File: src/design/pin_override_defines.svh
// constants for the pin output override timer
`ifndef PIN_OVERRIDE_DEFINES_SVH
`define PIN_OVERRIDE_DEFINES_SVH

`define NUM_PINS          20
`define NUM_PINS_THT      15
`define CLK_PERIOD_NS     8
`define TICK_PERIOD_MS    100
`define TICK_CYCLES       ((`TICK_PERIOD_MS * 1000000) / `CLK_PERIOD_NS)
`define TIMER_MAX         16'h1770
`define CFG_OUT_LOW       3'h4
`define CFG_OUT_HIGH      3'h5
`define CFG_RESET         3'h0

`define ADDR_LEVEL        8'h00
`define ADDR_MASK         8'h04
`define ADDR_STATUS       8'h08
`define ADDR_PIN_OUT      8'h0C
`define ADDR_ACTIVE       8'h10
`define ADDR_CFG_BASE     8'h20
`define ADDR_TIMER_BASE   8'h80
`define ADDR_TIMER_END    8'hCF

`define ST_REJECT_BIT     0
`define RESP_OKAY         2'h0
`define RESP_SLVERR       2'h2
`define PIN_MASK_ALL      20'hFFFFF

`endif

File: src/design/pin_override_pkg.sv
// types for the pin output override timer
`default_nettype none
package pin_override_pkg;
	typedef logic [19:0] pin_vec_t;
	typedef logic [15:0] timer_val_t;
	typedef logic [2:0]  pin_cfg_t;

	typedef struct packed {
		logic [7:0]  addr;
		logic [31:0] data;
		logic [3:0]  strb;
	} wr_req_t;

	typedef enum logic [3:0] {
		WR_IDLE = 4'h1,
		WR_EXEC = 4'h2,
		WR_RESP = 4'h4
	} wr_state_t;
endpackage
`default_nettype wire

File: src/design/tick_prescaler.sv
// shared 100 ms tick generator
`include "pin_override_defines.svh"
`default_nettype none
module tick_prescaler
	import pin_override_pkg::*;
#(
	parameter int unsigned TICK_CYCLES = `TICK_CYCLES
) (
	input  wire logic aclk,
	input  wire logic aresetn,
	output logic      tick
);
	logic [23:0] count;
	wire         wrap = (count == 24'(TICK_CYCLES - 1));

	always_ff @(posedge aclk) begin
		if (!aresetn) begin
			count <= 24'h000000;
			tick  <= 1'b0;
		end else begin
			count <= wrap ? 24'h000000 : count + 24'h000001;
			tick  <= wrap;
		end
	end

	a_tick_width: assert property (@(posedge aclk) disable iff (!aresetn)
		tick |=> !tick) else $error("tick lasted more than one cycle");
endmodule
`default_nettype wire

File: src/design/pin_revert_counter.sv
// one pin's revert countdown
`include "pin_override_defines.svh"
`default_nettype none
module pin_revert_counter
	import pin_override_pkg::*;
(
	input  wire logic       aclk,
	input  wire logic       aresetn,
	input  wire logic       load,
	input  wire timer_val_t setting,
	input  wire logic       tick,
	output logic            expire
);
	timer_val_t remain;

	always_ff @(posedge aclk) begin
		if (!aresetn) begin
			remain <= 16'h0000;
			expire <= 1'b0;
		end else if (load) begin
			remain <= setting;
			expire <= 1'b0;
		end else begin
			expire <= tick && (remain == 16'h0001);
			if (tick && remain != 16'h0000)
				remain <= remain - 16'h0001;
		end
	end
endmodule
`default_nettype wire

File: src/design/pin_output_override_timer.sv
// timed output override for twenty general-purpose pins, AXI4-Lite slave
// Notes on behaviour
// - the level command is a bitmap where bit n gives the level for pin n, bits 0 to 19.
// - bits 15 to 19 only reach real pins on the surface-mount variant.
// - a level bit is applied only where the matching override mask bit is 1.
// - an override acts only on pins configured as output low (4) or output high (5).
// - a level bit of 0 drives the pin low and 1 drives it high.
// - with a zero timer the override holds until the next level command, reset, or until the pin is configured as a non-output.
// - with a non-zero timer the override holds that many 100 ms periods, then reverts.
// - timer settings above 6000 are rejected.
// - the countdown runs only for pins whose commanded level differs from the configured one.
// - there is one timer per pin, twenty in all, each with its own setting register.
// - after reset no pin is an output, so level commands do nothing until configured.
`include "pin_override_defines.svh"
`default_nettype none
module pin_output_override_timer
	import pin_override_pkg::*;
#(
	parameter int unsigned TICK_CYCLES   = `TICK_CYCLES,
	parameter bit          SURFACE_MOUNT = 1'b1
) (
	input  wire logic        aclk,
	input  wire logic        aresetn,
	input  wire logic [7:0]  s_axi_awaddr,
	input  wire logic        s_axi_awvalid,
	output logic             s_axi_awready,
	input  wire logic [31:0] s_axi_wdata,
	input  wire logic [3:0]  s_axi_wstrb,
	input  wire logic        s_axi_wvalid,
	output logic             s_axi_wready,
	output logic [1:0]       s_axi_bresp,
	output logic             s_axi_bvalid,
	input  wire logic        s_axi_bready,
	input  wire logic [7:0]  s_axi_araddr,
	input  wire logic        s_axi_arvalid,
	output logic             s_axi_arready,
	output logic [31:0]      s_axi_rdata,
	output logic [1:0]       s_axi_rresp,
	output logic             s_axi_rvalid,
	input  wire logic        s_axi_rready,
	output pin_vec_t         pin_out,
	output pin_vec_t         pin_oe
);
	// register state
	pin_vec_t   level_cmd;
	pin_vec_t   output_override_mask;
	pin_vec_t   override_active;
	pin_cfg_t   pin_cfg [`NUM_PINS];
	timer_val_t revert_timer [`NUM_PINS];
	logic       timer_reject;

	// write channel capture
	wr_state_t  wr_state;
	logic       aw_held;
	logic       w_held;
	logic [7:0] aw_addr;
	logic [31:0] w_data;
	logic [3:0] w_strb;
	wr_req_t    req;

	assign req = '{addr: aw_addr, data: w_data, strb: w_strb};

	wire aw_take = s_axi_awvalid && s_axi_awready;
	wire w_take  = s_axi_wvalid && s_axi_wready;
	wire do_exec = (wr_state == WR_EXEC);

	// write decode
	wire wr_level  = do_exec && req.addr == `ADDR_LEVEL;
	wire wr_mask   = do_exec && req.addr == `ADDR_MASK;
	wire wr_status = do_exec && req.addr == `ADDR_STATUS;
	wire wr_cfg_rg = do_exec && req.addr >= `ADDR_CFG_BASE
		&& req.addr < (`ADDR_CFG_BASE + 8'(`NUM_PINS * 4));
	wire wr_tmr_rg = do_exec && req.addr >= `ADDR_TIMER_BASE
		&& req.addr <= `ADDR_TIMER_END;
	wire [4:0] wr_idx = wr_cfg_rg ? 5'((req.addr - `ADDR_CFG_BASE) >> 2)
		: 5'((req.addr - `ADDR_TIMER_BASE) >> 2);
	wire wr_known  = wr_level || wr_mask || wr_status || wr_cfg_rg || wr_tmr_rg
		|| req.addr == `ADDR_PIN_OUT || req.addr == `ADDR_ACTIVE;
	// whole word compared so upper bits cannot sneak a big value past the limit
	wire tmr_bad   = req.data > {16'h0000, `TIMER_MAX};
	wire bad_write = !wr_known || (wr_tmr_rg && tmr_bad);

	// pins that physically exist on this variant
	wire pin_vec_t present = SURFACE_MOUNT ? `PIN_MASK_ALL
		: pin_vec_t'((1 << `NUM_PINS_THT) - 1);

	always_ff @(posedge aclk) begin
		if (!aresetn) begin
			wr_state <= WR_IDLE;
			aw_held  <= 1'b0;
			w_held   <= 1'b0;
			aw_addr  <= 8'h00;
			w_data   <= 32'h00000000;
			w_strb   <= 4'h0;
			s_axi_bvalid <= 1'b0;
			s_axi_bresp  <= `RESP_OKAY;
			s_axi_awready <= 1'b1;
			s_axi_wready  <= 1'b1;
		end else begin
			unique case (wr_state)
				WR_IDLE: begin
					if (aw_take) begin
						aw_held <= 1'b1;
						aw_addr <= {s_axi_awaddr[7:2], 2'b00};
						s_axi_awready <= 1'b0;
					end
					if (w_take) begin
						w_held <= 1'b1;
						w_data <= s_axi_wdata;
						w_strb <= s_axi_wstrb;
						s_axi_wready <= 1'b0;
					end
					if ((aw_held || aw_take) && (w_held || w_take))
						wr_state <= WR_EXEC;
				end
				WR_EXEC: begin
					s_axi_bvalid <= 1'b1;
					s_axi_bresp  <= bad_write ? `RESP_SLVERR : `RESP_OKAY;
					wr_state     <= WR_RESP;
				end
				WR_RESP: begin
					if (s_axi_bready) begin
						s_axi_bvalid <= 1'b0;
						aw_held      <= 1'b0;
						w_held       <= 1'b0;
						s_axi_awready <= 1'b1;
						s_axi_wready  <= 1'b1;
						wr_state     <= WR_IDLE;
					end
				end
			endcase
		end
	end

	// ready flags are registered: low from capture until the response is taken

	// command and mask registers
	always_ff @(posedge aclk) begin
		if (!aresetn) begin
			level_cmd            <= 20'h00000;
			output_override_mask <= 20'h00000;
			timer_reject         <= 1'b0;
		end else begin
			if (wr_level)
				level_cmd <= req.data[19:0];
			if (wr_mask)
				output_override_mask <= req.data[19:0];
			// reject flag: set wins over clear
			if (wr_tmr_rg && tmr_bad)
				timer_reject <= 1'b1;
			else if (wr_status && req.data[`ST_REJECT_BIT])
				timer_reject <= 1'b0;
		end
	end

	wire tick;
	tick_prescaler #(.TICK_CYCLES(TICK_CYCLES)) u_tick (
		.aclk    (aclk),
		.aresetn (aresetn),
		.tick    (tick)
	);

	pin_vec_t is_output;
	pin_vec_t cfg_level;
	pin_vec_t cmd_hit;
	pin_vec_t expire;

	genvar g;
	generate
		for (g = 0; g < `NUM_PINS; g++) begin : g_pin
			// each of the 20 pins has its own timer setting and countdown
			assign is_output[g] = pin_cfg[g] == `CFG_OUT_LOW
				|| pin_cfg[g] == `CFG_OUT_HIGH;
			assign cfg_level[g] = pin_cfg[g] == `CFG_OUT_HIGH;
			assign cmd_hit[g]   = wr_level && req.data[g] && 1'b1
				&& output_override_mask[g] && is_output[g] && present[g]
				|| wr_level && !req.data[g] && output_override_mask[g]
				&& is_output[g] && present[g];

			always_ff @(posedge aclk) begin
				if (!aresetn) begin
					pin_cfg[g]      <= `CFG_RESET;
					revert_timer[g] <= 16'h0000;
				end else begin
					if (wr_cfg_rg && wr_idx == 5'(g))
						pin_cfg[g] <= req.data[2:0];
					if (wr_tmr_rg && wr_idx == 5'(g) && !tmr_bad)
						revert_timer[g] <= req.data[15:0];
				end
			end

			pin_revert_counter u_cnt (
				.aclk    (aclk),
				.aresetn (aresetn),
				// equal level loads zero, so no stale countdown keeps running
				.load    (cmd_hit[g]),
				.setting ((req.data[g] != cfg_level[g]) ? revert_timer[g] : 16'h0000),
				.tick    (tick),
				.expire  (expire[g])
			);

			always_ff @(posedge aclk) begin
				if (!aresetn) begin
					override_active[g] <= 1'b0;
					pin_out[g]         <= 1'b0;
					pin_oe[g]          <= 1'b0;
				end else begin
					if (cmd_hit[g])
						override_active[g] <= 1'b1;
					else if (!is_output[g] || (expire[g] && revert_timer[g] != 16'h0000))
						override_active[g] <= 1'b0;
					pin_oe[g] <= is_output[g] && present[g];
					if (cmd_hit[g])
						pin_out[g] <= req.data[g];
					else if (override_active[g] && !expire[g] && is_output[g])
						pin_out[g] <= pin_out[g];
					else
						pin_out[g] <= cfg_level[g];
				end
			end
		end
	endgenerate

	// read side
	wire [4:0] rd_idx_c = 5'((s_axi_araddr - `ADDR_CFG_BASE) >> 2);
	wire [4:0] rd_idx_t = 5'((s_axi_araddr - `ADDR_TIMER_BASE) >> 2);
	wire rd_cfg = s_axi_araddr >= `ADDR_CFG_BASE
		&& s_axi_araddr < (`ADDR_CFG_BASE + 8'(`NUM_PINS * 4));
	wire rd_tmr = s_axi_araddr >= `ADDR_TIMER_BASE && s_axi_araddr <= `ADDR_TIMER_END;
	logic [31:0] rd_mux;
	logic        rd_ok;
	always_comb begin
		rd_mux = 32'h00000000;
		rd_ok  = 1'b1;
		unique case ({s_axi_araddr[7:2], 2'b00})
			`ADDR_LEVEL:   rd_mux = {12'h000, level_cmd};
			`ADDR_MASK:    rd_mux = {12'h000, output_override_mask};
			`ADDR_STATUS:  rd_mux = {31'h00000000, timer_reject};
			`ADDR_PIN_OUT: rd_mux = {12'h000, pin_out};
			`ADDR_ACTIVE:  rd_mux = {12'h000, override_active};
			default: begin
				if (rd_cfg)
					rd_mux = {29'h00000000, pin_cfg[rd_idx_c]};
				else if (rd_tmr)
					rd_mux = {16'h0000, revert_timer[rd_idx_t]};
				else
					rd_ok = 1'b0;
			end
		endcase
	end

	always_ff @(posedge aclk) begin
		if (!aresetn) begin
			s_axi_rvalid  <= 1'b0;
			s_axi_rdata   <= 32'h00000000;
			s_axi_rresp   <= `RESP_OKAY;
			s_axi_arready <= 1'b1;
		end else if (s_axi_rvalid) begin
			if (s_axi_rready) begin
				s_axi_rvalid  <= 1'b0;
				s_axi_arready <= 1'b1;
			end
		end else if (s_axi_arvalid) begin
			s_axi_rvalid  <= 1'b1;
			s_axi_rdata   <= rd_mux;
			s_axi_rresp   <= rd_ok ? `RESP_OKAY : `RESP_SLVERR;
			s_axi_arready <= 1'b0;
		end
	end

	property p_reject_large;
		@(posedge aclk) disable iff (!aresetn)
		(wr_tmr_rg && tmr_bad) |=> timer_reject && $stable(revert_timer[0]);
	endproperty
	a_reject_large: assert property (p_reject_large) else $error("big timer value kept");

	property p_level_drive;
		@(posedge aclk) disable iff (!aresetn)
		cmd_hit[0] |=> pin_out[0] == $past(req.data[0]);
	endproperty
	a_level_drive: assert property (p_level_drive) else $error("pin 0 level wrong");

	property p_mask_gate;
		@(posedge aclk) disable iff (!aresetn)
		(wr_level && !output_override_mask[1]) |-> !cmd_hit[1];
	endproperty
	a_mask_gate: assert property (p_mask_gate) else $error("masked pin overridden");

	property p_cfg_gate;
		@(posedge aclk) disable iff (!aresetn)
		!is_output[2] |=> !pin_oe[2] && !override_active[2];
	endproperty
	a_cfg_gate: assert property (p_cfg_gate) else $error("non-output pin driven");

	property p_variant;
		@(posedge aclk) disable iff (!aresetn)
		!SURFACE_MOUNT |-> !pin_oe[15] && !cmd_hit[19];
	endproperty
	a_variant: assert property (p_variant) else $error("absent pin driven");

	property p_bit_map;
		@(posedge aclk) disable iff (!aresetn)
		wr_level |=> level_cmd == $past(req.data[19:0]);
	endproperty
	a_bit_map: assert property (p_bit_map) else $error("level bitmap not stored");

	property p_hold_zero;
		@(posedge aclk) disable iff (!aresetn)
		(override_active[0] && revert_timer[0] == 16'h0000 && !wr_level && is_output[0])
			|=> override_active[0];
	endproperty
	a_hold_zero: assert property (p_hold_zero) else $error("untimed override lost");

	property p_revert;
		@(posedge aclk) disable iff (!aresetn)
		(expire[0] && revert_timer[0] != 16'h0000 && !cmd_hit[0])
			|=> !override_active[0] ##1 pin_out[0] == cfg_level[0];
	endproperty
	a_revert: assert property (p_revert) else $error("pin did not revert");
endmodule
`default_nettype wire

File: config.mk
export PLATFORM = sky130hd
export DESIGN_NAME = pin_output_override_timer
export DESIGN_NICKNAME = d
export VERILOG_FILES = /design/src/design/pin_override_pkg.sv /design/src/design/tick_prescaler.sv /design/src/design/pin_revert_counter.sv /design/src/design/pin_output_override_timer.sv
export VERILOG_INCLUDE_DIRS = /design/src /design/src/design
export SDC_FILE = /design/constraint.sdc
export NUM_CORES = 2
export LEC_CHECK = 0
export BUFFER_PORTS_ARGS = -buffer_cell sky130_fd_sc_hd__clkbuf_2
export CAP_MARGIN = 5
export CORE_ASPECT_RATIO = 0.5
export CORE_MARGIN = 2
export CORE_UTILIZATION = 25
export DETAILED_ROUTE_END_ITERATION = 16
export GPL_TIMING_DRIVEN = 0
export PLACE_DENSITY = 0.45
export SYNTH_ARGS = -nofsm -noshare
export SYNTH_HDL_FRONTEND = slang
export SYNTH_HIERARCHICAL = 1
export SYNTH_SLANG_ARGS = --single-unit
File: constraint.sdc
create_clock -name aclk -period 9.15 [get_ports aclk]
set_clock_uncertainty 0.05 [all_clocks]
set_input_delay 0.915 -clock aclk [delete_from_list [all_inputs] [get_ports aclk]]
set_output_delay 0.915 -clock aclk [all_outputs]
set_load 0.02 [all_outputs]
# Word level (Yosys, flattened, before mapping)
# Memories as Yosys holds them, arrays and structs flattened.
# Cells that the tools add are included.
[classes]
mux = 332
bitwise_logic = 42
addsub = 25
n_eq_ne = 136
n_reduce_logical = 542
magnitude_cmp = 9
[op_table]
columns = ["operator", "count"]
rows = [
  ["$mux W16", 82],
  ["$reduce_bool A16 Y1", 40],
  ["$eq A16 B1 Y1 const B", 20],
  ["$sub A16 B1 Y16 const B", 20],
  ["$logic_and A1 B1 Y1", 294],
  ["$mux W1", 218],
  ["$eq A3 B3 Y1 const B", 40],
  ["$pmux W20 S5", 1],
  ["$reduce_bool A2 Y1", 44],
  ["$logic_or A1 B1 Y1", 69],
  ["$logic_not A1 Y1", 62],
  ["$mux W3", 20],
  ["$ne A2 B1 Y1 const B", 21],
  ["$reduce_or A2 Y1", 21],
  ["$eq A5 B4 Y1 const B", 8],
  ["$or A1 B1 Y1", 40],
  ["$gt A32 B13 Y1 const B", 1],
  ["$add A24 B1 Y24 const B", 1],
  ["$eq A24 B24 Y1 const B", 1],
  ["$eq A6 B2 Y1 const B", 4],
  ["$eq A5 B3 Y1 const B", 4],
  ["$eq A5 B5 Y1 const B", 4],
  ["$ne A1 B1 Y1", 20],
  ["$ge A8 B6 Y1 const B", 2],
  ["25 further kinds", 49],
]
[word_totals]
ff_bits = 551
mem_bits_rw = 380
out_inout_bits = 81
in_bits = 59
wordCells = 1206
mem_count = 2
[memory_table]
columns = ["name", "depth", "width", "read_ports", "rd_ports_with_merged_regs", "write_ports", "line_no", "source"]
rows = [
  ["revert_timer", 20, 16, 21, 0, 20, "pin_output_override_timer.sv:49", "timer_val_t revert_timer [`NUM_PINS];"],
  ["pin_cfg", 20, 3, 21, 0, 20, "pin_output_override_timer.sv:48", "pin_cfg_t pin_cfg [`NUM_PINS];"],
]

# Longest topological paths before layout
[logic_depth]
word_depth = 11
depth_mapped = 12
mapped_depth_nobuf = 8

# Modules after synthesis
# The synthesis kept the hierarchy.
[modules_own_cells]
columns = ["mod", "instances", "cells_per_inst", "seq_area_each_um2", "area_each_um2"]
rows = [
  ["pin_output_override_timer", 1, 2528, 14834.2, 27786.6],
  ["pin_revert_counter at g_pin[13].u_cnt ...", 16, 129, 340.3, 1058.5],
  ["pin_revert_counter at g_pin[0].u_cnt ...", 4, 128, 340.3, 1042.2],
  ["tick_prescaler", 1, 134, 500.5, 1252.5],
]

# Worst setup path after synthesis
# OpenSTA, ideal clock, no wires.
[synth_timing]
path_type = "flip-flop to flip-flop"
from = "register aw_addr[5]"
to = "memory revert_timer[0][0] (netlist bit) (enable)"
t_required_ns = 8.664
t_arrival_ns = 3.713
path_stages_with_launch = 9
slack_ns = 4.952
synth_period_minus_slack_ns = 4.198
path_cell_list = "dfxtp_1 -> buf_2 -> clkbuf_1 -> inv_1 -> ha_1 -> a21oi_1 -> a21oi_2 -> nand2_1 -> o41ai_1"
[synth_rtl]
columns = ["element", "line_no", "source"]
rows = [
  ["start, declared", "pin_output_override_timer.sv:56", "logic [7:0] aw_addr;"],
  ["start signal, assigned", "pin_output_override_timer.sv:104", "aw_addr <= {s_axi_awaddr[7:2], 2'b00};"],
  ["end, declared", "pin_output_override_timer.sv:49", ""],
]

# Worst setup path in the final report
[layout_timing]
from = "register aw_addr[2]"
to = "register g_pin[15].u_cnt.remain[9]"
[layout_between]
elab_chain_len = 7
[layout_lines]
columns = ["element", "line_no", "source"]
rows = [
  ["$logic_not A8 Y1 (no source line) *", "n/a", ""],
  ["$logic_and A1 B1 Y1 (no source line) *", "n/a", ""],
  ["$logic_and A1 B1 Y1 (on tied branches)", "pin_output_override_timer.sv:175, pin_output_override_timer.sv:177", ""],
  ["$logic_and A1 B1 Y1 (on tied branches)", "pin_output_override_timer.sv:176, pin_output_override_timer.sv:177", ""],
  ["$logic_and A1 B1 Y1 (on tied branches)", "pin_output_override_timer.sv:176, pin_output_override_timer.sv:178", ""],
  ["$logic_or A1 B1 Y1 *", "pin_output_override_timer.sv:177", "|| wr_level && !req.data[g] && output_override_mask[g]"],
  ["net cmd_hit[15]", "pin_output_override_timer.sv:165", "pin_vec_t cmd_hit;"],
  ["$mux W16 or $reduce_bool A2 Y1 (tied branches)", "n/a", ""],
  ["end signal, assigned", "pin_revert_counter.sv:21", "remain <= setting;"],
  ["end signal, assigned", "pin_revert_counter.sv:26", "remain <= remain - 16'h0001;"],
  ["end, declared", "pin_revert_counter.sv:14", "timer_val_t remain;"],
]
# Mark *: on every way through the listed nets, which the timed path passes. The rest lies on a longest branch.
# A chain may end at the register's enable or synchronous reset.

==> flow_metrics.py <==
metrics = {
    "cts": {
        "cts_resized": 0,
        "tritoncts.num_buffers": 102,
        "cts-htree-levels": 3,
        "clock_sinks": 916,
        "cts_post_setup_buffers_inserted": 0,
        "cts_root_buf": "clkbuf_16",
        "clk-insertion-delay-late_ns": 0.74,
        "tritoncts": "done",
        "holdBufCountCts": 0,
        "clock_pin_slew_reported_for_the_worst_setup_and_hold_paths_after_clock_tree_synthesis_ns": 0.06,
        "clockBufferDepth": 3,
    },
    "sta": {
        "worst-slew-pin-transition_ns": 1.39,
        "max_freq_ghz": 0.214,
        "timing.final.setup_violations": 0,
        "finalHoldViolations": 0,
        "final.min_clock_period_ns": 4.67,
        "fin_crit_sh_pct": 51.0,
        "finalMaxSlewViolations": 0,
        "final_tns_setup_ns": 0,
        "rsz_0062_raised_after_global_routing": "false",
        "timing.slew.headroom_pct": 7.18,
    },
    "setup_path": {
        "worst-path-max-fanout": 10,
        "timing.critical_path.from_type": "flop",
        "critPathArrivalTime_ns": 5.21,
        "critical_path.n_buffers_inverters": 6,
        "worstPathRequired_ns": 9.69,
        "cp_top_family": "buffers and inverters",
        "crit_slowest_cell": "clkbuf_1",
        "critical_path.max_stage_delay_ns": 1.07,
        "cp-end-kind": "flop",
        "worst_path_most_repeated_cell": "clkbuf_1",
        "criticalPathCategory": "flop to flop",
        "path_cells": "clkbuf_1 -> or2_2 -> clkbuf_1 -> nor3_2 -> clkbuf_1 -> and3_1 -> clkbuf_2 -> inv_1 -> clkbuf_1 -> o21ai_0 -> a21oi_1",
    },
    "drt": {
        "drc_errors": 0,
        "route.detailed.wl_per_inst_microns": 25.1,
        "vias": 43800,
        "detail-route-antenna-nets": 0,
        "post_drt_via_cell_ratio": 5.27,
        "firstDrtPassIters": 6,
        "drtIter0Drc": 4996,
        "totalWireLength_mm": 208,
    },
    "grt": {
        "globalRouteOverflowTotal": 0,
        "global_route.usage.total_pct": 19.8,
        "grt_antenna_before_repair": 12,
        "grt_pass1_vias": 41100,
        "global_route_wire_length_before_repair_mm": 298,
        "grt_start_max_net_pins": 61,
    },
    "synth": {
        "edff_count_synth": 380,
        "seq_area_frac_synth_pct": 44.2,
        "synth_simple_gate_area_share_pct": 26.1,
        "cell_area_after_synthesis_sq_um": 50100,
        "syn_avg_cell_area_sq_um": 9.57,
        "synthMuxAreaShare_pct": 6.06,
        "netlist_instances": 5238,
        "synth_adder_area_share_pct": 1.07,
        "synth.top_cells.by_area": "edfxtp_1 23%, dfxtp_1 21%, nor2b_1 5.1%, mux4_2 4.4%, nand2_1 3.3%",
        "xor_xnor_portion_of_the_synthesized_cell_area_pct": 2.65,
        "largest_family_of_logic_cells_by_synthesized_area": "simple AND/OR/NAND/NOR gates",
        "leading_register_cell_type_out_of_synthesis": "dfxtp_1",
        "synth_top_area_share_pct": 22.8,
        "synth_compound_gate_area_share_pct": 15.4,
        "synth_top_cell_by_area": "edfxtp_1",
        "yosysWarningCount": 6,
        "netlist-cell-type-count": 102,
        "synth_async_sr_flop_share_pct": 0,
        "synth-seq-cells": 916,
    },
    "layout": {
        "most_used_cells_in_the_layout_excluding_fill_and_tap_cells": "535 x dfxtp_1, 447 x nand2_1, 412 x nor2b_1",
        "fin_nets": 5658,
        "mostFrequentLayoutCell": "dfxtp_1",
        "instances_no_fill": 8305,
        "drive_above_1_share_pct": 15.1,
        "layout-area-overhead-vs-synth_pct": 16.0,
    },
    "job": {
        "drv_cap": 0,
    },
    "floorplan": {
        "design.portCount": 140,
        "chipHeight_microns": 321,
        "std_cell_rows": 116,
        "fp.dieW_microns": 637,
        "die-area_sq_um": 204000,
        "effective_utilization_at_floorplan_pct": 25.1,
        "coreArea_sq_um": 200000,
    },
    "placed_design": {
        "detailedPlacementHpwl_mm": 160,
        "numPlacedInstances": 8107,
        "finalWeightedCongestion": 0.991,
        "place.port_buffers": 114,
    },
    "run_status": {
        "status": "finished, final reports clean",
    },
    "pwr": {
        "power.density_nw_per_um2": 167,
        "power_report.internal_total_mw": 7.00,
        "share_comb_of_total_power_pct": 10.0,
        "p_leak_nw": 19.4,
        "worst_vdd_drop_uv": 152,
        "total_switching_power_mw": 2.74,
        "seqPwrFrac_pct": 46.2,
        "swShare_pct": 28.1,
        "clkPwrFrac_pct": 43.8,
    },
    "worst_hold_path": {
        "worstHoldPathType": "input pin to flop",
    },
}
registers in the layout, indices dropped and copies added (netlist names), 3 cells and up:
name                  count
wr_state                  3
pin_out                  20
g_pin.u_cnt/remain      320
level_cmd                20
revert_timer            320
pin_cfg                  60
w_data                   32
override_active          20
u_tick/count             24
aw_addr                   6
s_axi_rdata              20
pin_oe                   20
output_override_mask     20
g_pin.u_cnt/expire       20
kinds of logic (layout without fill, tap and decap cells):
kind of cell	Yosys count	after routing
multiplexers	178	178
adder cells (fa/ha/maj)	43	43
flip-flops	916	916
buffers and inverters	481	815
AND/OR/NAND/NOR	2350	2350
AO/OA/AOI/OAI	1117	1117
other	1	79
XOR/XNOR	152	152
worst paths after layout:
path                                               from                                endpoint  slack, ns  cells past startpoint
worst max-delay path            aw_addr[2]$_SDFFE_PN0P_  g_pin[15].u_cnt/remain[9]$_SDFFE_PN0P_       4.48                     11
worst min-delay path                    s_axi_wdata[13]                 w_data[13]$_SDFFE_PN0P_       0.37                      3
worst max register to register  aw_addr[2]$_SDFFE_PN0P_  g_pin[15].u_cnt/remain[9]$_SDFFE_PN0P_       4.48                     11
worst min register to register  w_data[22]$_SDFFE_PN0P_                 w_data[22]$_SDFFE_PN0P_       0.41                      2
cells in the mapped netlist, drive strengths merged, types with 49 or more instances:
library cell  number
dfxtp            536
nand2            447
or3               80
buf              124
xnor2             90
nand2b            65
nand3            132
o211ai            58
nor2b            412
and3              49
mux4              98
edfxtp           380
nor2             377
mux2i             55
nand4             74
o21ai            360
or4               90
inv              135
o21a              56
nor3             284
clkbuf           220
a21oi            189
xor2              62
nor4             211
a21boi           100
worst register-to-register path, stage by stage, from the launching register on:
cell and delay [ns]:
dfxtp_1 0.30, clkbuf_1 0.26, or2_2 0.37, clkbuf_1 0.29, nor3_2 0.56, clkbuf_1 1.08
and3_1 0.48, clkbuf_2 0.29, inv_1 0.13, clkbuf_1 0.27, o21ai_0 0.39, a21oi_1 0.07
power by group through the flow:
stage          sequential, mW  combinational [mW]  clock (mW)
6_report                 4.50               0.971        4.26
5_1_grt                  4.50                1.01        4.51
4_1_cts                  4.49               0.945        4.34
3_5_place_dp             4.58               0.942           0
3_3_place_gp             4.59               0.924           0
2_1_floorplan            4.51               0.501           0
metal layers:
metal | up-vias | global-route usage [%] | part of all wire, %
li1 | 20100 | - | -
met1 | 21700 | 27.8 | 45
met2 | 1712 | 30.3 | 43
met3 | 272 | 4.10 | 8.6
met4 | 4 | 5.66 | 3.1
met5 | - | 0 | 0.012
final cells by class:
type	instances	area, sq um
fill	21300	142000
timing repair buffer	141	888
inverter	137	514
sequential	916	22100
buffer	344	1750
antenna	5	12.5
clock buffer	138	2890
multi-input combinational	3914	26200
clock inverter	55	448
tap	2655	3320
per-stage QoR:
stage | hold slack [ns] | total power [mW] | utilization [%] | cell area (sq um) | setup slack (ns)
2_1_floorplan | 0.385 | 5.01 | - | 50400 | 4.95
3_3_place_gp | 0.403 | 5.51 | 27.2 | 54300 | 2.01
3_5_place_dp | 0.408 | 5.52 | 27.4 | 54800 | 4.65
4_1_cts | 0.326 | 9.78 | 29.1 | 58100 | 4.63
5_1_grt | 0.355 | 10.0 | 29.1 | 58200 | 4.41
6_report | 0.368 | 9.73 | 29.1 | 58200 | 4.48
Power figures use the tool's default switching activity.
